<file path="config.mk">
export PLATFORM = sky130hd
export DESIGN_NAME = tsrb_top
export DESIGN_NICKNAME = d
export VERILOG_FILES = /design/src/inc/tsrb_pkg.sv /design/src/core/tsrb_top.sv
export VERILOG_INCLUDE_DIRS = /design/src /design/src/inc
export SDC_FILE = /design/constraint.sdc
export NUM_CORES = 1
export LEC_CHECK = 0
export ABC_AREA = 1
export BUFFER_PORTS_ARGS = -buffer_cell sky130_fd_sc_hd__buf_2
export CORE_MARGIN = 5
export CORE_UTILIZATION = 40
export DETAILED_ROUTE_END_ITERATION = 6
export GPL_TIMING_DRIVEN = 0
export PLACE_DENSITY = 0.62
export SYNTH_ARGS = -nofsm -noshare
export SYNTH_HDL_FRONTEND = slang
export SYNTH_SLANG_ARGS = --single-unit
</file>
<file path="constraint.sdc">
create_clock -name clk -period 3.51 [get_ports clk]
set_input_delay 0.1755 -clock clk [delete_from_list [all_inputs] [get_ports clk]]
set_output_delay 0.1755 -clock clk [all_outputs]
set_load 0.01 [all_outputs]
</file>
<file path="src/inc/tsrb_defs.svh">
// register offsets, field positions, reset values and timing counts
`ifndef TSRB_DEFS_SVH
`define TSRB_DEFS_SVH
`define TSRB_A_CAP      3'h0
`define TSRB_A_CFG      3'h1
`define TSRB_A_HIGH     3'h2
`define TSRB_A_LOW      3'h3
`define TSRB_A_CRIT     3'h4
`define TSRB_A_TEMP     3'h5
`define TSRB_A_MAKER    3'h6
`define TSRB_A_PART     3'h7
`define TSRB_CAP_RESET  16'h007f
`define TSRB_CFG_RESET  16'h0000
`define TSRB_LIM_RESET  11'h000
`define TSRB_TEMP_RESET 13'h0000
// arbitrary identification values
`define TSRB_MAKER_ID   16'h0001
`define TSRB_PART_ID    16'h0100
`define TSRB_B_MODE     0
`define TSRB_B_POL      1
`define TSRB_B_CONLY    2
`define TSRB_B_OE       3
`define TSRB_B_STS      4
`define TSRB_B_CLR      5
`define TSRB_B_ALOCK    6
`define TSRB_B_CLOCK    7
`define TSRB_B_SENSOR_SHUTDOWN     8
`define TSRB_B_HYSTERESIS_SELECT     9
// hysteresis in 1/16 degree steps: 1.5, 3 and 6 degrees
`define TSRB_HYSTERESIS_SELECT_0     14'h0000
`define TSRB_HYSTERESIS_SELECT_1     14'h0018
`define TSRB_HYSTERESIS_SELECT_2     14'h0030
`define TSRB_HYSTERESIS_SELECT_3     14'h0060
`define TSRB_CLK_MHZ    100
`define TSRB_TOUT_MS    25
`define TSRB_TOUT_CYC   (`TSRB_TOUT_MS * 1000 * `TSRB_CLK_MHZ)
`endif

</file>
<file path="src/inc/tsrb_pkg.sv">
// types shared by the temperature sensor register bank
package tsrb_pkg;
  typedef struct packed {
    logic [1:0] hysteresis_select;
    logic       sensor_shutdown;
    logic       crit_lock;
    logic       alarm_lock;
    logic       oe;
    logic       crit_only;
    logic       pol;
    logic       mode;
  } tsrb_cfg_t;
  typedef struct packed {
    logic        wr;
    logic        rd;
    logic [2:0]  addr;
    logic [15:0] wdata;
  } tsrb_req_t;
  typedef struct packed {
    logic valid;
    logic [12:0] temp;
  } tsrb_sample_t;
endpackage

</file>
<file path="src/core/tsrb_top.sv">
// temperature sensor register bank with alert control and bus time-out
`timescale 1ns/1ns
`include "tsrb_defs.svh"
// Summary of operation
// - alert output starts disabled after power-up.
// - limits are two's complement with quarter-degree least bit.
// - trip bits 15..13 compare temperature to limits, ignoring alert settings.
// - temperature in bits 12..0, sign at 12, sixteenth-degree least bit.
// - reserved upper capability and configuration bits ignore writes, read zero.
// - resolution field 00/01/10/11 means half/quarter/eighth/sixteenth degree.
// - shutdown-behaviour zero: shutdown freezes alert status and output.
// - during shutdown clear-event may clear but never set alert status.
// - stalled bus released after 25 to 35 ms.
// - hysteresis field selects 0, 1.5, 3 or 6 degrees.
// - shutdown stops conversion and holds temperature; otherwise readings update.
// - shutdown cannot be set while a lock is set; clearing always allowed.
// - critical lock blocks critical limit writes; cleared only by reset.
// - alarm lock blocks high and low limit writes; cleared only by reset.
// - clear-event clears latched event in interrupt mode; self-clearing, reads zero.
// - clear-event cannot de-assert alert while above critical limit.
// - alert status is polarity-independent copy of output, follows enable.
// - disabled alert pin inactive: released if active low, grounded if high.
// - critical-only limits events to critical; not settable under alarm lock.
// - polarity zero active low, one active high.
// - mode zero comparator, one interrupt.
// - hysteresis, enable, polarity, mode frozen while any lock set.
// - bit15 at/above critical, bit14 above high, bit13 below low.
// - interrupt mode asserts on each alarm window crossing until cleared.
// - comparator mode asserts while temperature outside alarm window.
// - two lowest bits of limit registers read zero.
module tsrb_top
  import tsrb_pkg::*;
#(
  parameter int unsigned TOUT_CYCLES = `TSRB_TOUT_CYC
) (
  input  wire logic         clk,
  input  wire logic         reset,
  input  wire logic         ce,
  input  wire tsrb_req_t    reg_req,
  output logic [15:0]       reg_rdata,
  input  wire tsrb_sample_t sample,
  output logic              conv_enable,
  input  wire logic         bus_stalled,
  output logic              bus_release,
  output logic              alert_out,
  output logic              alert_oe
);
  tsrb_cfg_t   cfg_q, cfg_d;
  logic [10:0] hi_q, hi_d, lo_q, lo_d, cr_q, cr_d;
  logic [12:0] temp_q, temp_d;
  logic        above_q, above_d, below_q, below_d, crit_q, crit_d;
  logic        ev_q, ev_d, pend_q, pend_d;
  logic        wr_cfg, clr_wr, locked, cond, crossing, do_clr;
  logic        crit_raw, high_raw, low_raw, status_w;
  logic [2:0]  trip_w;
  logic signed [13:0] t, hv, hi_s, lo_s, cr_s;
  logic [15:0] rdata_q, rdata_d;
  logic        conv_q, conv_d, aoe_q, aoe_d;
  logic [31:0] cnt_q, cnt_d;
  logic        rel_q, rel_d;
  logic        aout_q, aout_d;
  logic [31:0] srun_q, srun_d;

  // limit stored as bits 12..2, widened to sixteenths
  function automatic logic signed [13:0] lim_s(input logic [10:0] v);
    lim_s = $signed({v[10], v, 2'b00});
  endfunction

  assign wr_cfg   = ce & reg_req.wr & (reg_req.addr == `TSRB_A_CFG);
  assign clr_wr   = wr_cfg & reg_req.wdata[`TSRB_B_CLR];
  assign locked   = cfg_q.crit_lock | cfg_q.alarm_lock;
  assign status_w = ev_q & cfg_q.oe;
  assign trip_w   = {crit_raw, high_raw, low_raw};

  // core state: configuration, limits, temperature, event
  always_comb begin
    cfg_d    = cfg_q;
    hi_d     = hi_q;
    lo_d     = lo_q;
    cr_d     = cr_q;
    temp_d   = temp_q;
    t        = $signed({temp_q[12], temp_q});
    hi_s     = lim_s(hi_q);
    lo_s     = lim_s(lo_q);
    cr_s     = lim_s(cr_q);
    case (cfg_q.hysteresis_select)
      2'b00:   hv = `TSRB_HYSTERESIS_SELECT_0;
      2'b01:   hv = `TSRB_HYSTERESIS_SELECT_1;
      2'b10:   hv = `TSRB_HYSTERESIS_SELECT_2;
      default: hv = `TSRB_HYSTERESIS_SELECT_3;
    endcase
    crit_raw = t >= cr_s;
    high_raw = t > hi_s;
    low_raw  = t < lo_s;
    // window states with hysteresis, frozen in shutdown
    above_d  = above_q;
    below_d  = below_q;
    crit_d   = crit_q;
    if (!cfg_q.sensor_shutdown) begin
      above_d = above_q ? (t > hi_s - hv) : high_raw;
      below_d = below_q ? (t < lo_s + hv) : low_raw;
      crit_d  = crit_q ? (t >= cr_s - hv) : crit_raw;
    end
    cond     = cfg_q.crit_only ? crit_d : (above_d | below_d | crit_d);
    crossing = ~cfg_q.crit_only & ((above_d != above_q) | (below_d != below_q));
    do_clr   = (clr_wr | pend_q) & ~crit_d;
    pend_d   = pend_q;
    if (cfg_q.sensor_shutdown) begin
      ev_d = ev_q & ~(clr_wr & ~crit_q);
    end else if (!cfg_q.mode) begin
      ev_d   = cond;
      pend_d = 1'b0;
    end else begin
      // new crossing wins over a clear in the same cycle
      ev_d   = crossing | crit_d | (ev_q & ~do_clr);
      pend_d = (pend_q | clr_wr) & crit_d;
    end
    if (wr_cfg) begin
      // upper bits 15..11 are never stored
      if (!locked) begin
        cfg_d.hysteresis_select = reg_req.wdata[`TSRB_B_HYSTERESIS_SELECT +: 2];
        cfg_d.oe   = reg_req.wdata[`TSRB_B_OE];
        cfg_d.pol  = reg_req.wdata[`TSRB_B_POL];
        cfg_d.mode = reg_req.wdata[`TSRB_B_MODE];
      end
      if (!reg_req.wdata[`TSRB_B_SENSOR_SHUTDOWN]) begin
        cfg_d.sensor_shutdown = 1'b0;
      end else if (!locked) begin
        cfg_d.sensor_shutdown = 1'b1;
      end
      cfg_d.crit_lock  = cfg_q.crit_lock | reg_req.wdata[`TSRB_B_CLOCK];
      cfg_d.alarm_lock = cfg_q.alarm_lock | reg_req.wdata[`TSRB_B_ALOCK];
      if (!reg_req.wdata[`TSRB_B_CONLY]) begin
        cfg_d.crit_only = 1'b0;
      end else if (!cfg_q.alarm_lock) begin
        cfg_d.crit_only = 1'b1;
      end
    end
    if (ce && reg_req.wr) begin
      case (reg_req.addr)
        `TSRB_A_HIGH: if (!cfg_q.alarm_lock) hi_d = reg_req.wdata[12:2];
        `TSRB_A_LOW:  if (!cfg_q.alarm_lock) lo_d = reg_req.wdata[12:2];
        `TSRB_A_CRIT: if (!cfg_q.crit_lock) cr_d = reg_req.wdata[12:2];
        default:      ;
      endcase
    end
    if (sample.valid && !cfg_q.sensor_shutdown) begin
      temp_d = sample.temp;
    end
  end

  always_ff @(posedge clk or posedge reset) begin
    if (reset) begin
      cfg_q   <= '0;
      hi_q    <= `TSRB_LIM_RESET;
      lo_q    <= `TSRB_LIM_RESET;
      cr_q    <= `TSRB_LIM_RESET;
      temp_q  <= `TSRB_TEMP_RESET;
      above_q <= 1'b0;
      below_q <= 1'b0;
      crit_q  <= 1'b0;
      ev_q    <= 1'b0;
      pend_q  <= 1'b0;
    end else if (ce) begin
      cfg_q   <= cfg_d;
      hi_q    <= hi_d;
      lo_q    <= lo_d;
      cr_q    <= cr_d;
      temp_q  <= temp_d;
      above_q <= above_d;
      below_q <= below_d;
      crit_q  <= crit_d;
      ev_q    <= ev_d;
      pend_q  <= pend_d;
    end
  end

  // read data and pin outputs
  always_comb begin
    rdata_d = rdata_q;
    if (reg_req.rd) begin
      case (reg_req.addr)
        `TSRB_A_CAP:   rdata_d = `TSRB_CAP_RESET;
        `TSRB_A_CFG:   rdata_d = {5'h00, cfg_q.hysteresis_select, cfg_q.sensor_shutdown, cfg_q.crit_lock,
                                  cfg_q.alarm_lock, 1'b0, status_w, cfg_q.oe,
                                  cfg_q.crit_only, cfg_q.pol, cfg_q.mode};
        `TSRB_A_HIGH:  rdata_d = {3'h0, hi_q, 2'h0};
        `TSRB_A_LOW:   rdata_d = {3'h0, lo_q, 2'h0};
        `TSRB_A_CRIT:  rdata_d = {3'h0, cr_q, 2'h0};
        `TSRB_A_TEMP:  rdata_d = {trip_w, temp_q};
        `TSRB_A_MAKER: rdata_d = `TSRB_MAKER_ID;
        default:       rdata_d = `TSRB_PART_ID;
      endcase
    end
    conv_d = ~cfg_d.sensor_shutdown;
    // pin pulled low when asserted active low or idle active high
    aoe_d  = (ev_d & cfg_d.oe) ^ cfg_d.pol;
    // open drain: only the enable ever moves
    aout_d = 1'b0;
  end

  always_ff @(posedge clk or posedge reset) begin
    if (reset) begin
      rdata_q <= 16'h0000;
      conv_q  <= 1'b1;
      aoe_q   <= 1'b0;
      aout_q  <= 1'b0;
    end else if (ce) begin
      rdata_q <= rdata_d;
      conv_q  <= conv_d;
      aoe_q   <= aoe_d;
      aout_q  <= aout_d;
    end
  end

  // bus time-out counter
  always_comb begin
    cnt_d = 32'h0000_0000;
    rel_d = 1'b0;
    if (bus_stalled) begin
      if (cnt_q == TOUT_CYCLES - 1) begin
        rel_d = 1'b1;
      end else begin
        cnt_d = cnt_q + 32'h0000_0001;
      end
    end
  end

  always_ff @(posedge clk or posedge reset) begin
    if (reset) begin
      cnt_q <= 32'h0000_0000;
      rel_q <= 1'b0;
    end else if (ce) begin
      cnt_q <= cnt_d;
      rel_q <= rel_d;
    end
  end

  // stalled cycles counted apart from the time-out counter, restarted by a release
  always_comb begin
    srun_d = 32'h0000_0000;
    if (bus_stalled) begin
      srun_d = bus_release ? 32'h0000_0001 : srun_q + 32'h0000_0001;
    end
  end

  always_ff @(posedge clk or posedge reset) begin
    if (reset) begin
      srun_q <= 32'h0000_0000;
    end else if (ce) begin
      srun_q <= srun_d;
    end
  end

  assign reg_rdata   = rdata_q;
  assign conv_enable = conv_q;
  assign bus_release = rel_q;
  assign alert_out   = aout_q;
  assign alert_oe    = aoe_q;

  AST_DISABLED_IDLE: assert property (@(posedge clk) disable iff (reset)
    !cfg_q.oe |-> alert_oe == cfg_q.pol)
    else $error("disabled alert pin not idle");
  AST_TRIP_READ: assert property (@(posedge clk) disable iff (reset)
    ce && reg_req.rd && reg_req.addr == `TSRB_A_TEMP |=> reg_rdata[15:13] == $past(trip_w))
    else $error("trip bits wrong on read");
  AST_CRIT_LOCKED: assert property (@(posedge clk) disable iff (reset)
    cfg_q.crit_lock |=> cfg_q.crit_lock && $stable(cr_q))
    else $error("critical limit changed under lock");
  AST_ALARM_LOCKED: assert property (@(posedge clk) disable iff (reset)
    cfg_q.alarm_lock |=> cfg_q.alarm_lock && $stable(hi_q) && $stable(lo_q))
    else $error("alarm limits changed under lock");
  AST_SENSOR_SHUTDOWN_REFUSED: assert property (@(posedge clk) disable iff (reset)
    locked && !cfg_q.sensor_shutdown |=> !cfg_q.sensor_shutdown)
    else $error("shutdown set while locked");
  AST_TEMP_HELD: assert property (@(posedge clk) disable iff (reset)
    cfg_q.sensor_shutdown |=> $stable(temp_q))
    else $error("temperature moved in shutdown");
  AST_CMP_FOLLOW: assert property (@(posedge clk) disable iff (reset)
    ce && !cfg_q.mode && !cfg_q.sensor_shutdown |=> ev_q == $past(cond))
    else $error("comparator output wrong");
  AST_CRIT_STUCK: assert property (@(posedge clk) disable iff (reset)
    ce && cfg_q.mode && !cfg_q.sensor_shutdown && crit_d |=> ev_q)
    else $error("alert cleared above critical");
  AST_CFG_FROZEN: assert property (@(posedge clk) disable iff (reset)
    locked |=> $stable(cfg_q.hysteresis_select) && $stable(cfg_q.oe) && $stable(cfg_q.pol) && $stable(cfg_q.mode))
    else $error("locked field changed");
  AST_STATUS_READ: assert property (@(posedge clk) disable iff (reset)
    ce && reg_req.rd && reg_req.addr == `TSRB_A_CFG |=> reg_rdata[4] == $past(status_w) && !reg_rdata[5])
    else $error("status bit wrong on read");
  AST_TOUT_BOUND: assert property (@(posedge clk) disable iff (reset)
    bus_release |-> $past(bus_stalled) && cnt_q == 32'h0000_0000)
    else $error("release without stall");

  AST_STATUS_COPY: assert property (@(posedge clk) disable iff (reset)
    status_w == (alert_oe ^ cfg_q.pol))
    else $error("status bit not a copy of the pin");
  AST_OE_OFF_STATUS: assert property (@(posedge clk) disable iff (reset)
    !cfg_q.oe
    |-> !status_w)
    else $error("status set while output disabled");
  AST_POL_ACTIVE: assert property (@(posedge clk) disable iff (reset)
    cfg_q.oe && status_w
    |-> alert_oe == !cfg_q.pol)
    else $error("asserted pin level wrong for polarity");
  AST_CAP_FIELDS: assert property (@(posedge clk) disable iff (reset)
    ce && reg_req.rd && reg_req.addr == `TSRB_A_CAP
    |=> reg_rdata[15:8] == 8'h00 && reg_rdata[4:3] == 2'b11)
    else $error("capability word wrong");
  AST_CFG_UPPER: assert property (@(posedge clk) disable iff (reset)
    ce && reg_req.rd && reg_req.addr == `TSRB_A_CFG
    |=> reg_rdata[15:11] == 5'h00)
    else $error("reserved configuration bits not zero");
  AST_LIMIT_FORMAT: assert property (@(posedge clk) disable iff (reset)
    ce && reg_req.rd && (reg_req.addr == `TSRB_A_HIGH || reg_req.addr == `TSRB_A_LOW || reg_req.addr == `TSRB_A_CRIT)
    |=> reg_rdata[1:0] == 2'b00 && reg_rdata[15:13] == 3'h0)
    else $error("limit read format wrong");
  AST_TEMP_READ: assert property (@(posedge clk) disable iff (reset)
    ce && reg_req.rd && reg_req.addr == `TSRB_A_TEMP
    |=> reg_rdata[12:0] == $past(temp_q))
    else $error("temperature field wrong on read");
  AST_LIMIT_WRITE: assert property (@(posedge clk) disable iff (reset)
    ce && reg_req.wr && reg_req.addr == `TSRB_A_HIGH && !cfg_q.alarm_lock
    |=> hi_q == $past(reg_req.wdata[12:2]))
    else $error("high limit write lost");
  AST_CRIT_WRITE: assert property (@(posedge clk) disable iff (reset)
    ce && reg_req.wr && reg_req.addr == `TSRB_A_CRIT && !cfg_q.crit_lock
    |=> cr_q == $past(reg_req.wdata[12:2]))
    else $error("critical limit write lost");
  AST_INT_LATCH: assert property (@(posedge clk) disable iff (reset)
    ce && cfg_q.mode && !cfg_q.sensor_shutdown && ev_q && !clr_wr && !pend_q
    |=> ev_q)
    else $error("latched event dropped without clear");
  AST_INT_CROSS: assert property (@(posedge clk) disable iff (reset)
    ce && cfg_q.mode && !cfg_q.sensor_shutdown && crossing
    |=> ev_q)
    else $error("window crossing raised no event");
  AST_INT_CLEAR: assert property (@(posedge clk) disable iff (reset)
    ce && cfg_q.mode && !cfg_q.sensor_shutdown && clr_wr && !crossing && !crit_d
    |=> !ev_q)
    else $error("clear did not remove event");
  AST_CMP_CLEAR: assert property (@(posedge clk) disable iff (reset)
    ce && !cfg_q.mode && !cfg_q.sensor_shutdown && clr_wr && cond
    |=> ev_q)
    else $error("clear acted in comparator mode");
  AST_CONLY_REFUSED: assert property (@(posedge clk) disable iff (reset)
    cfg_q.alarm_lock && !cfg_q.crit_only
    |=> !cfg_q.crit_only)
    else $error("critical-only set under alarm lock");
  AST_CONLY_QUIET: assert property (@(posedge clk) disable iff (reset)
    ce && cfg_q.mode && !cfg_q.sensor_shutdown && cfg_q.crit_only && !crit_d && !ev_q
    |=> !ev_q)
    else $error("alarm event raised in critical-only mode");
  AST_SENSOR_SHUTDOWN_FREEZE: assert property (@(posedge clk) disable iff (reset)
    cfg_q.sensor_shutdown && !clr_wr
    |=> $stable(ev_q) && $stable(above_q) && $stable(below_q))
    else $error("alert state moved in shutdown");
  AST_SENSOR_SHUTDOWN_NO_SET: assert property (@(posedge clk) disable iff (reset)
    cfg_q.sensor_shutdown && !ev_q
    |=> !ev_q)
    else $error("event set in shutdown");
  AST_CONV_STOP: assert property (@(posedge clk) disable iff (reset)
    conv_enable != cfg_q.sensor_shutdown)
    else $error("converter enable disagrees with shutdown");
  AST_HYSTERESIS_SELECT_NONE: assert property (@(posedge clk) disable iff (reset)
    ce && !cfg_q.sensor_shutdown && cfg_q.hysteresis_select == 2'b00
    |=> above_q == $past(high_raw) && below_q == $past(low_raw) && crit_q == $past(crit_raw))
    else $error("window state lags with hysteresis off");
  AST_RELEASE_PULSE: assert property (@(posedge clk) disable iff (reset)
    ce && bus_release
    |=> !bus_release)
    else $error("release longer than one cycle");
  AST_TOUT_SPAN: assert property (@(posedge clk) disable iff (reset)
    bus_release
    |-> srun_q == TOUT_CYCLES)
    else $error("release after wrong stall length");
  AST_TOUT_NO_EARLY: assert property (@(posedge clk) disable iff (reset)
    ce && bus_stalled && srun_q < TOUT_CYCLES - 1
    |=> !bus_release)
    else $error("release before time-out");
endmodule

</file>
# After elaboration in Yosys (flattened, before gate mapping)

Cells that the tools add are included.

$add $sub $neg: 4
Magnitude comparators: 6
Reductions and logical operators: 14
Equality and inequality tests: 12
Muxes and demuxes: 23
Bitwise gates (word level): 31

Operator list:

| kind                    | number |
|---|---|
| $pmux W16 S7            | 1 |
| $mux W32                | 2 |
| $add A32 B1 Y32 const B | 1 |
| $eq A32 B22 Y1 const B  | 1 |
| $sub A13 B8 Y14         | 2 |
| $pmux W7 S3             | 1 |
| $mux W1                 | 17 |
| $add A13 B8 Y14         | 1 |
| $ge A13 B14 Y1          | 1 |
| $gt A13 B14 Y1          | 1 |
| $lt A13 B14 Y1          | 1 |
| $ge A13 B13 Y1          | 1 |
| $gt A13 B13 Y1          | 1 |
| $lt A13 B13 Y1          | 1 |
| $reduce_and A4 Y1       | 3 |
| $and A1 B1 Y1           | 11 |
| $not A1 Y1              | 10 |
| $eq A3 B3 Y1 const B    | 3 |
| $or A1 B1 Y1            | 9 |
| $reduce_and A2 Y1       | 4 |
| $mux W7                 | 1 |
| $eq A3 B2 Y1 const B    | 2 |
| $reduce_and A3 Y1       | 2 |
| $eq A3 B1 Y1 const B    | 1 |
| other kinds (10)        | 12 |

Register bits: 111
Output and inout port bits: 20
Logic and storage cells: 112

# Longest topological paths before layout

Depth after elaboration: 15
Depth in mapped cells: 33
Mapped depth without buffers: 33

# Least setup slack after synthesis

OpenSTA, ideal clock, no wires.

Kind: reg-to-reg
Start: register cfg_q[7] (netlist name)
End: register aoe_q (netlist: alert_oe)
Stages on the path, launching flop included: 31
Required time: 3.393 ns
Arrival: 3.472 ns
Setup slack: -0.079 ns
Path buffers: 0
Library setup time: 0.117 ns
Cells stage by stage: dfrtp_1 -> inv_1 -> ha_1 -> fa_1 -> nand2_1 -> nand2_1 -> a21oi_1 -> nand3_1 -> nor2_1 -> nand2_1 -> o21ai_0 -> inv_1 -> ha_1 -> nand2_1 -> nor2_1 -> and2_1 -> nand2_1 -> nand3_1 -> nand2_1 -> nand2_1 -> nand2_1 -> nand2_1 -> nand2_1 -> nand3_1 -> nand2_1 -> nand2_1 -> nand2_1 -> nand2_1 -> nand3_1 -> nand3_1 -> nand2_1

Longest elaborated chain between the ends: 15

Ends and longest elaborated chain:

| item                                                 | RTL line                                          | source |
|---|---|---|
| start, declared                                      | tsrb_top.sv:48                                    | `tsrb_cfg_t cfg_q, cfg_d;` |
| start signal, assigned                               | tsrb_top.sv:165                                   | `cfg_q <= cfg_d;` |
| $eq A2 B2 Y1, or another cell as far along           | tsrb_top.sv:86                                    | `case (cfg_q.hysteresis_select)` |
| $pmux W7 S3 *                                        | tsrb_top.sv:86                                    |  |
| $sub A13 B8 Y14, or another cell as far along        | tsrb_top.sv:100                                   | `above_d = above_q ? (t > hi_s - hv) : high_raw;` |
| $gt A13 B14 Y1, or another cell as far along         | tsrb_top.sv:100                                   |  |
| $mux W1, on equally long branches                    | tsrb_top.sv:100, tsrb_top.sv:101, tsrb_top.sv:102 |  |
| $mux W1                                              | tsrb_top.sv:99                                    | `if (!cfg_q.sensor_shutdown) begin` |
| $ne A1 B1 Y1 / $not A1 Y1 (equally long branches)    | tsrb_top.sv:105, tsrb_top.sv:106                  |  |
| $or A1 B1 Y1 / $and A1 B1 Y1 (equally long branches) | tsrb_top.sv:105, tsrb_top.sv:106                  |  |
| $and A1 B1 Y1 / $not A1 Y1 (equally long branches)   | tsrb_top.sv:105, tsrb_top.sv:115                  |  |
| $or A1 B1 Y1 / $and A1 B1 Y1 (equally long branches) | tsrb_top.sv:115                                   | `ev_d = crossing \| crit_d \| (ev_q & ~do_clr);` |
| $or A1 B1 Y1                                         | tsrb_top.sv:115                                   |  |
| $mux W1 *                                            | tsrb_top.sv:110                                   | `end else if (!cfg_q.mode) begin` |
| $mux W1 *                                            | tsrb_top.sv:108                                   | `if (cfg_q.sensor_shutdown) begin` |
| $and A1 B1 Y1 *                                      | tsrb_top.sv:197                                   | `aoe_d = (ev_d & cfg_d.oe) ^ cfg_d.pol;` |
| $xor A1 B1 Y1 *                                      | tsrb_top.sv:197                                   |  |
| end signal, assigned                                 | tsrb_top.sv:211                                   | `aoe_q <= aoe_d;` |
| end, declared                                        | tsrb_top.sv:58                                    | `logic conv_q, conv_d, aoe_q, aoe_d;` |

Mark *: on every way between the ends. The rest lies on a longest branch, timed or not.
A chain may end at the register's enable or synchronous reset.

# Final worst setup path

Start: register cfg_q[8] (netlist name)
End: register ev_q

Longest elaborated chain between the ends: 13

Ends and longest elaborated chain:

| item                                                 | RTL line                                          | source |
|---|---|---|
| $eq A2 B2 Y1, or another cell as far along           | tsrb_top.sv:86                                    |  |
| $pmux W7 S3 *                                        | tsrb_top.sv:86                                    |  |
| $sub A13 B8 Y14, or another cell as far along        | tsrb_top.sv:100                                   |  |
| $gt A13 B14 Y1, or another cell as far along         | tsrb_top.sv:100                                   |  |
| $mux W1, on equally long branches                    | tsrb_top.sv:100, tsrb_top.sv:101, tsrb_top.sv:102 |  |
| $mux W1                                              | tsrb_top.sv:99                                    |  |
| $ne A1 B1 Y1 / $not A1 Y1 (equally long branches)    | tsrb_top.sv:105, tsrb_top.sv:106                  |  |
| $or A1 B1 Y1 / $and A1 B1 Y1 (equally long branches) | tsrb_top.sv:105, tsrb_top.sv:106                  |  |
| $and A1 B1 Y1 / $not A1 Y1 (equally long branches)   | tsrb_top.sv:105, tsrb_top.sv:115                  |  |
| $or A1 B1 Y1 / $and A1 B1 Y1 (equally long branches) | tsrb_top.sv:115                                   |  |
| $or A1 B1 Y1                                         | tsrb_top.sv:115                                   |  |
| $mux W1 *                                            | tsrb_top.sv:110                                   |  |
| $mux W1 *                                            | tsrb_top.sv:108                                   |  |
| end signal, assigned                                 | tsrb_top.sv:173                                   | `ev_q <= ev_d;` |
| end, declared                                        | tsrb_top.sv:52                                    | `logic ev_q, ev_d, pend_q, pend_d;` |

Marks and branches as above.

==> results by group <==
Outcome
  – Outcome: complete, but fails checks
  – Failing checks: setup timing

STA
  – Slew Viols, Final: 0
  – Final hold viol count: 0
  – Clock Skews: 0.0130 ns
  – Slew at the pin closest to its max-slew limit: 1.07 ns
  – Unrepaired setup endpoints after global routing: yes
  – Smallest setup slack after layout: -0.358 ns
  – Max Fclk: 259 MHz
  – Period minus WS final: 3.87 ns
  – Slew headroom: 0.283
  – Final period util: 1.10
  – Setup_tns: -0.694 ns
  – Final setup vio count: 2

Cells and area
  – Final antenna diode count: 0
  – Final Util: 0.485
  – Commonest non-fill, non-tap cell in the layout: nand2_1
  – Fraction of layout cells with a size suffix above 1: 0.171
  – Final-stage net count: 1,213
  – Most frequent cells in the layout: 217 x nand2_1, 140 x inv_1, 108 x dfrtp_1
  – Layout Cells excl Fill: 1,357
  – Area growth syn-to-layout: 18.5%
  – Final Instance Area: 0.00917 mm^2

Detailed routing
  – Drt first-iter violations: 473
  – Post-DRT Antenna Nets: 0
  – Via density: 5.22
  – Vias post-DR: 7,087
  – DRT Pass-1 Iters: 5
  – Wire per inst: 16.7 um
  – # DRC: 0
  – Final WL: 22.7 mm

CTS
  – Clock slew at reported path FFs: 0.08 ns
  – Worst skew pair latency: 0.37 ns
  – Root Driver: clkbuf_16
  – Clock Path Buffers: 2
  – H-tree Lvls: 3
  – CTS tree: yes
  – # clock sinks: 111
  – Num CTS Buffers: 9

Yosys
  – Ys flop type: dfrtp_1
  – Mapped Avg Cell Area: 7.71 um^2
  – Post-Synthesis Cells: 1,003
  – FFs w/ async S/R, synth: 1.00
  – EDFF count, synth: 0
  – Syn nets: 1,124
  – Netlist cell types: 51
  – Sequential cell area fraction in the yosys report: 0.359
  – Synth Register Bits: 111
  – Yosys warns: 0
  – Mapped cell area: 0.00774 mm^2

GRT
  – Met3 usage: 0.0222
  – GRT Resource Usage Total: 0.207
  – GR peak layer: met2
  – Initial antenna violation count: 0
  – Largest net degree at the start of global routing: 76
  – Global-route wire length before repair: 36.1 mm
  – Vias in the first global route: 6,805
  – Met2 Usage GRT: 0.338
  – Grt ovf: 0
  – Met1 usage: 0.294

Pwr
  – Worst VDD drop: 0.255 mV
  – Leak pwr: 4.47 nW
  – Power Dens Cells: 563 mW/mm^2

Die
  – Initial Utilization: 0.410
  – I/O Pins: 59
  – Die width: 149 um
  – Die area: 0.0222 mm^2
  – Die height: 149 um
  – Cell Rows: 50
  – Core area: 0.0189 mm^2

Setup path
  – Crit start category: register
  – R2R Path Start: cfg_q[8]$_DFFE_PP0P_
  – Setup crit start: cfg_q[8]$_DFFE_PP0P_
  – R2r setup slk: -0.36 ns
  – Worst r2r dst: ev_q$_DFFE_PP0P_
  – Max FO, Critical Path: 5
  – Reg2reg path depth: 27
  – Worst Path Arrival: 4.11 ns
  – Crit path required time: 3.75 ns
  – Crit path capture: ev_q$_DFFE_PP0P_
  – Setup crit end kind: register
  – Crit Path Class: register to register

Placement
  – Dpl hpwl: 17.4 mm
  – Placed cell count: 1,318
  – Placed Area: 0.00841 mm^2
  – Place WS: -0.709 ns
  – GP Congestion: 0.865
  – I/O Buffers: 54

Run
  – Max cap viols: 0

Min path
  – Hold WC Path Type: primary input to register
## state kept, by name, indices dropped and copies added, names as in the netlist
signal	count
alert_oe	1
ev_q	1
above_q	1
cfg_q	9
temp_q	13
cr_q	11
pend_q	1
crit_q	1
bus_release	1
reg_rdata	16
cnt_q	32
below_q	1
lo_q	11
hi_q	11
conv_enable	1
## power by group
group | leakage, nW | internal (mW) | switching [mW]
clock network | 0.158 | 0.584 | 0.574
logic | 2.89 | 0.915 | 1.31
registers | 1.43 | 1.47 | 0.316
## what timing repair did
action / CTS / global route
endpoints found under the hold margin: 36 / 0
pin swaps: 12 / 24
hold buffers: 1 / 0
setup buffers: 5 / 17
gates resized for setup: 28 / 39
setup endpoints to repair: 6 / 6
## worst min-delay path by stage
stage | start | to | cells after the start
CTS | reg_req[0] | cfg_q[0]$_DFFE_PP0P_ | 3
global route | reg_req[0] | cfg_q[0]$_DFFE_PP0P_ | 3
detailed placement | reset | reg_rdata[0]$_DFFE_PP0P_ | 2
global placement | reg_req[0] | cfg_q[0]$_DFFE_PP0P_ | 3
finish | reg_req[0] | cfg_q[0]$_DFFE_PP0P_ | 3
floorplan | reg_req[0] | cfg_q[0]$_DFFE_PP0P_ | 2
## layer usage
layer	share of wire	wire length, um
met1	0.48	10900
met3	0.038	855
met2	0.46	10500
met4	0.018	398
met5	0	0
## layout make-up
cell class | count | area [um^2]
plain buffers | 18 | 72.6
clock inverters | 7 | 109
inverters | 150 | 571
well taps | 260 | 325
fillers | 1934 | 9730
flip-flops and latches | 111 | 2780
repair buffers | 78 | 489
clock buffers | 9 | 225
multi-input cells | 724 | 4590
## synthesized netlist by cell type (3+ instances only)
cell,number,share of area
o21a_1,3,0.0029
a21o_1,5,0.0049
o22ai_1,8,0.0065
nand3_1,39,0.025
o221ai_1,4,0.0045
ha_1,79,0.13
nor2_1,74,0.036
nand2_1,228,0.11
fa_1,3,0.0078
nand2_2,9,0.0073
o21ai_0,74,0.048
dfrtp_1,110,0.36
inv_2,3,0.0015
xor2_1,26,0.029
and2_1,3,0.0024
nand4_1,14,0.011
nor3_1,20,0.013
xnor2_1,8,0.0091
mux2_2,11,0.016
clkbuf_1,16,0.0078
nor2_2,3,0.0024
a211oi_1,4,0.0039
a21oi_1,58,0.038
nor4_1,15,0.012
a221oi_1,7,0.0079
inv_1,147,0.071
o2111ai_1,3,0.0034
## cell families after synthesis
kind of cell	count (synthesis)	synth area share
other	1	0.000485
multiplexers	11	0.0160
buffers and inverters	168	0.0821
XOR/XNOR	34	0.0385
AO/OA/AOI/OAI	183	0.136
flip-flops	111	0.359
adder cells (fa/ha/maj)	82	0.136
AND/OR/NAND/NOR	413	0.232
## worst max-delay path: stages, from the launching register on
cell     delay [ns]
dfrtp_2        0.46
buf_12         0.14
ha_4           0.32
inv_2          0.06
ha_1           0.26
nand3_1        0.07
nand2_2        0.10
nand2_1        0.06
a21oi_2        0.17
inv_1          0.08
nor4_2         0.16
xor2_1         0.18
ha_1           0.27
nand4_1        0.13
inv_1          0.07
a21oi_2        0.16
nand2_1        0.09
nand2_2        0.12
nand3_1        0.10
a21oi_2        0.17
nand3_2        0.08
nand2_1        0.06
nand2_1        0.05
nand2_1        0.07
nand2_2        0.06
buf_4          0.13
nand3_2        0.05
o21ai_2        0.06
## stage by stage
stage | power [mW] | hold slack, ns
detailed placement | 3.74 | 0.204
floorplan | 3.12 | 0.296
global placement | 3.69 | 0.381
finish | 5.16 | 0.00795
CTS | 4.98 | 0.000556
global route | 5.59 | 0.0235
No activity file was read; power rests on OpenSTA's default activity.
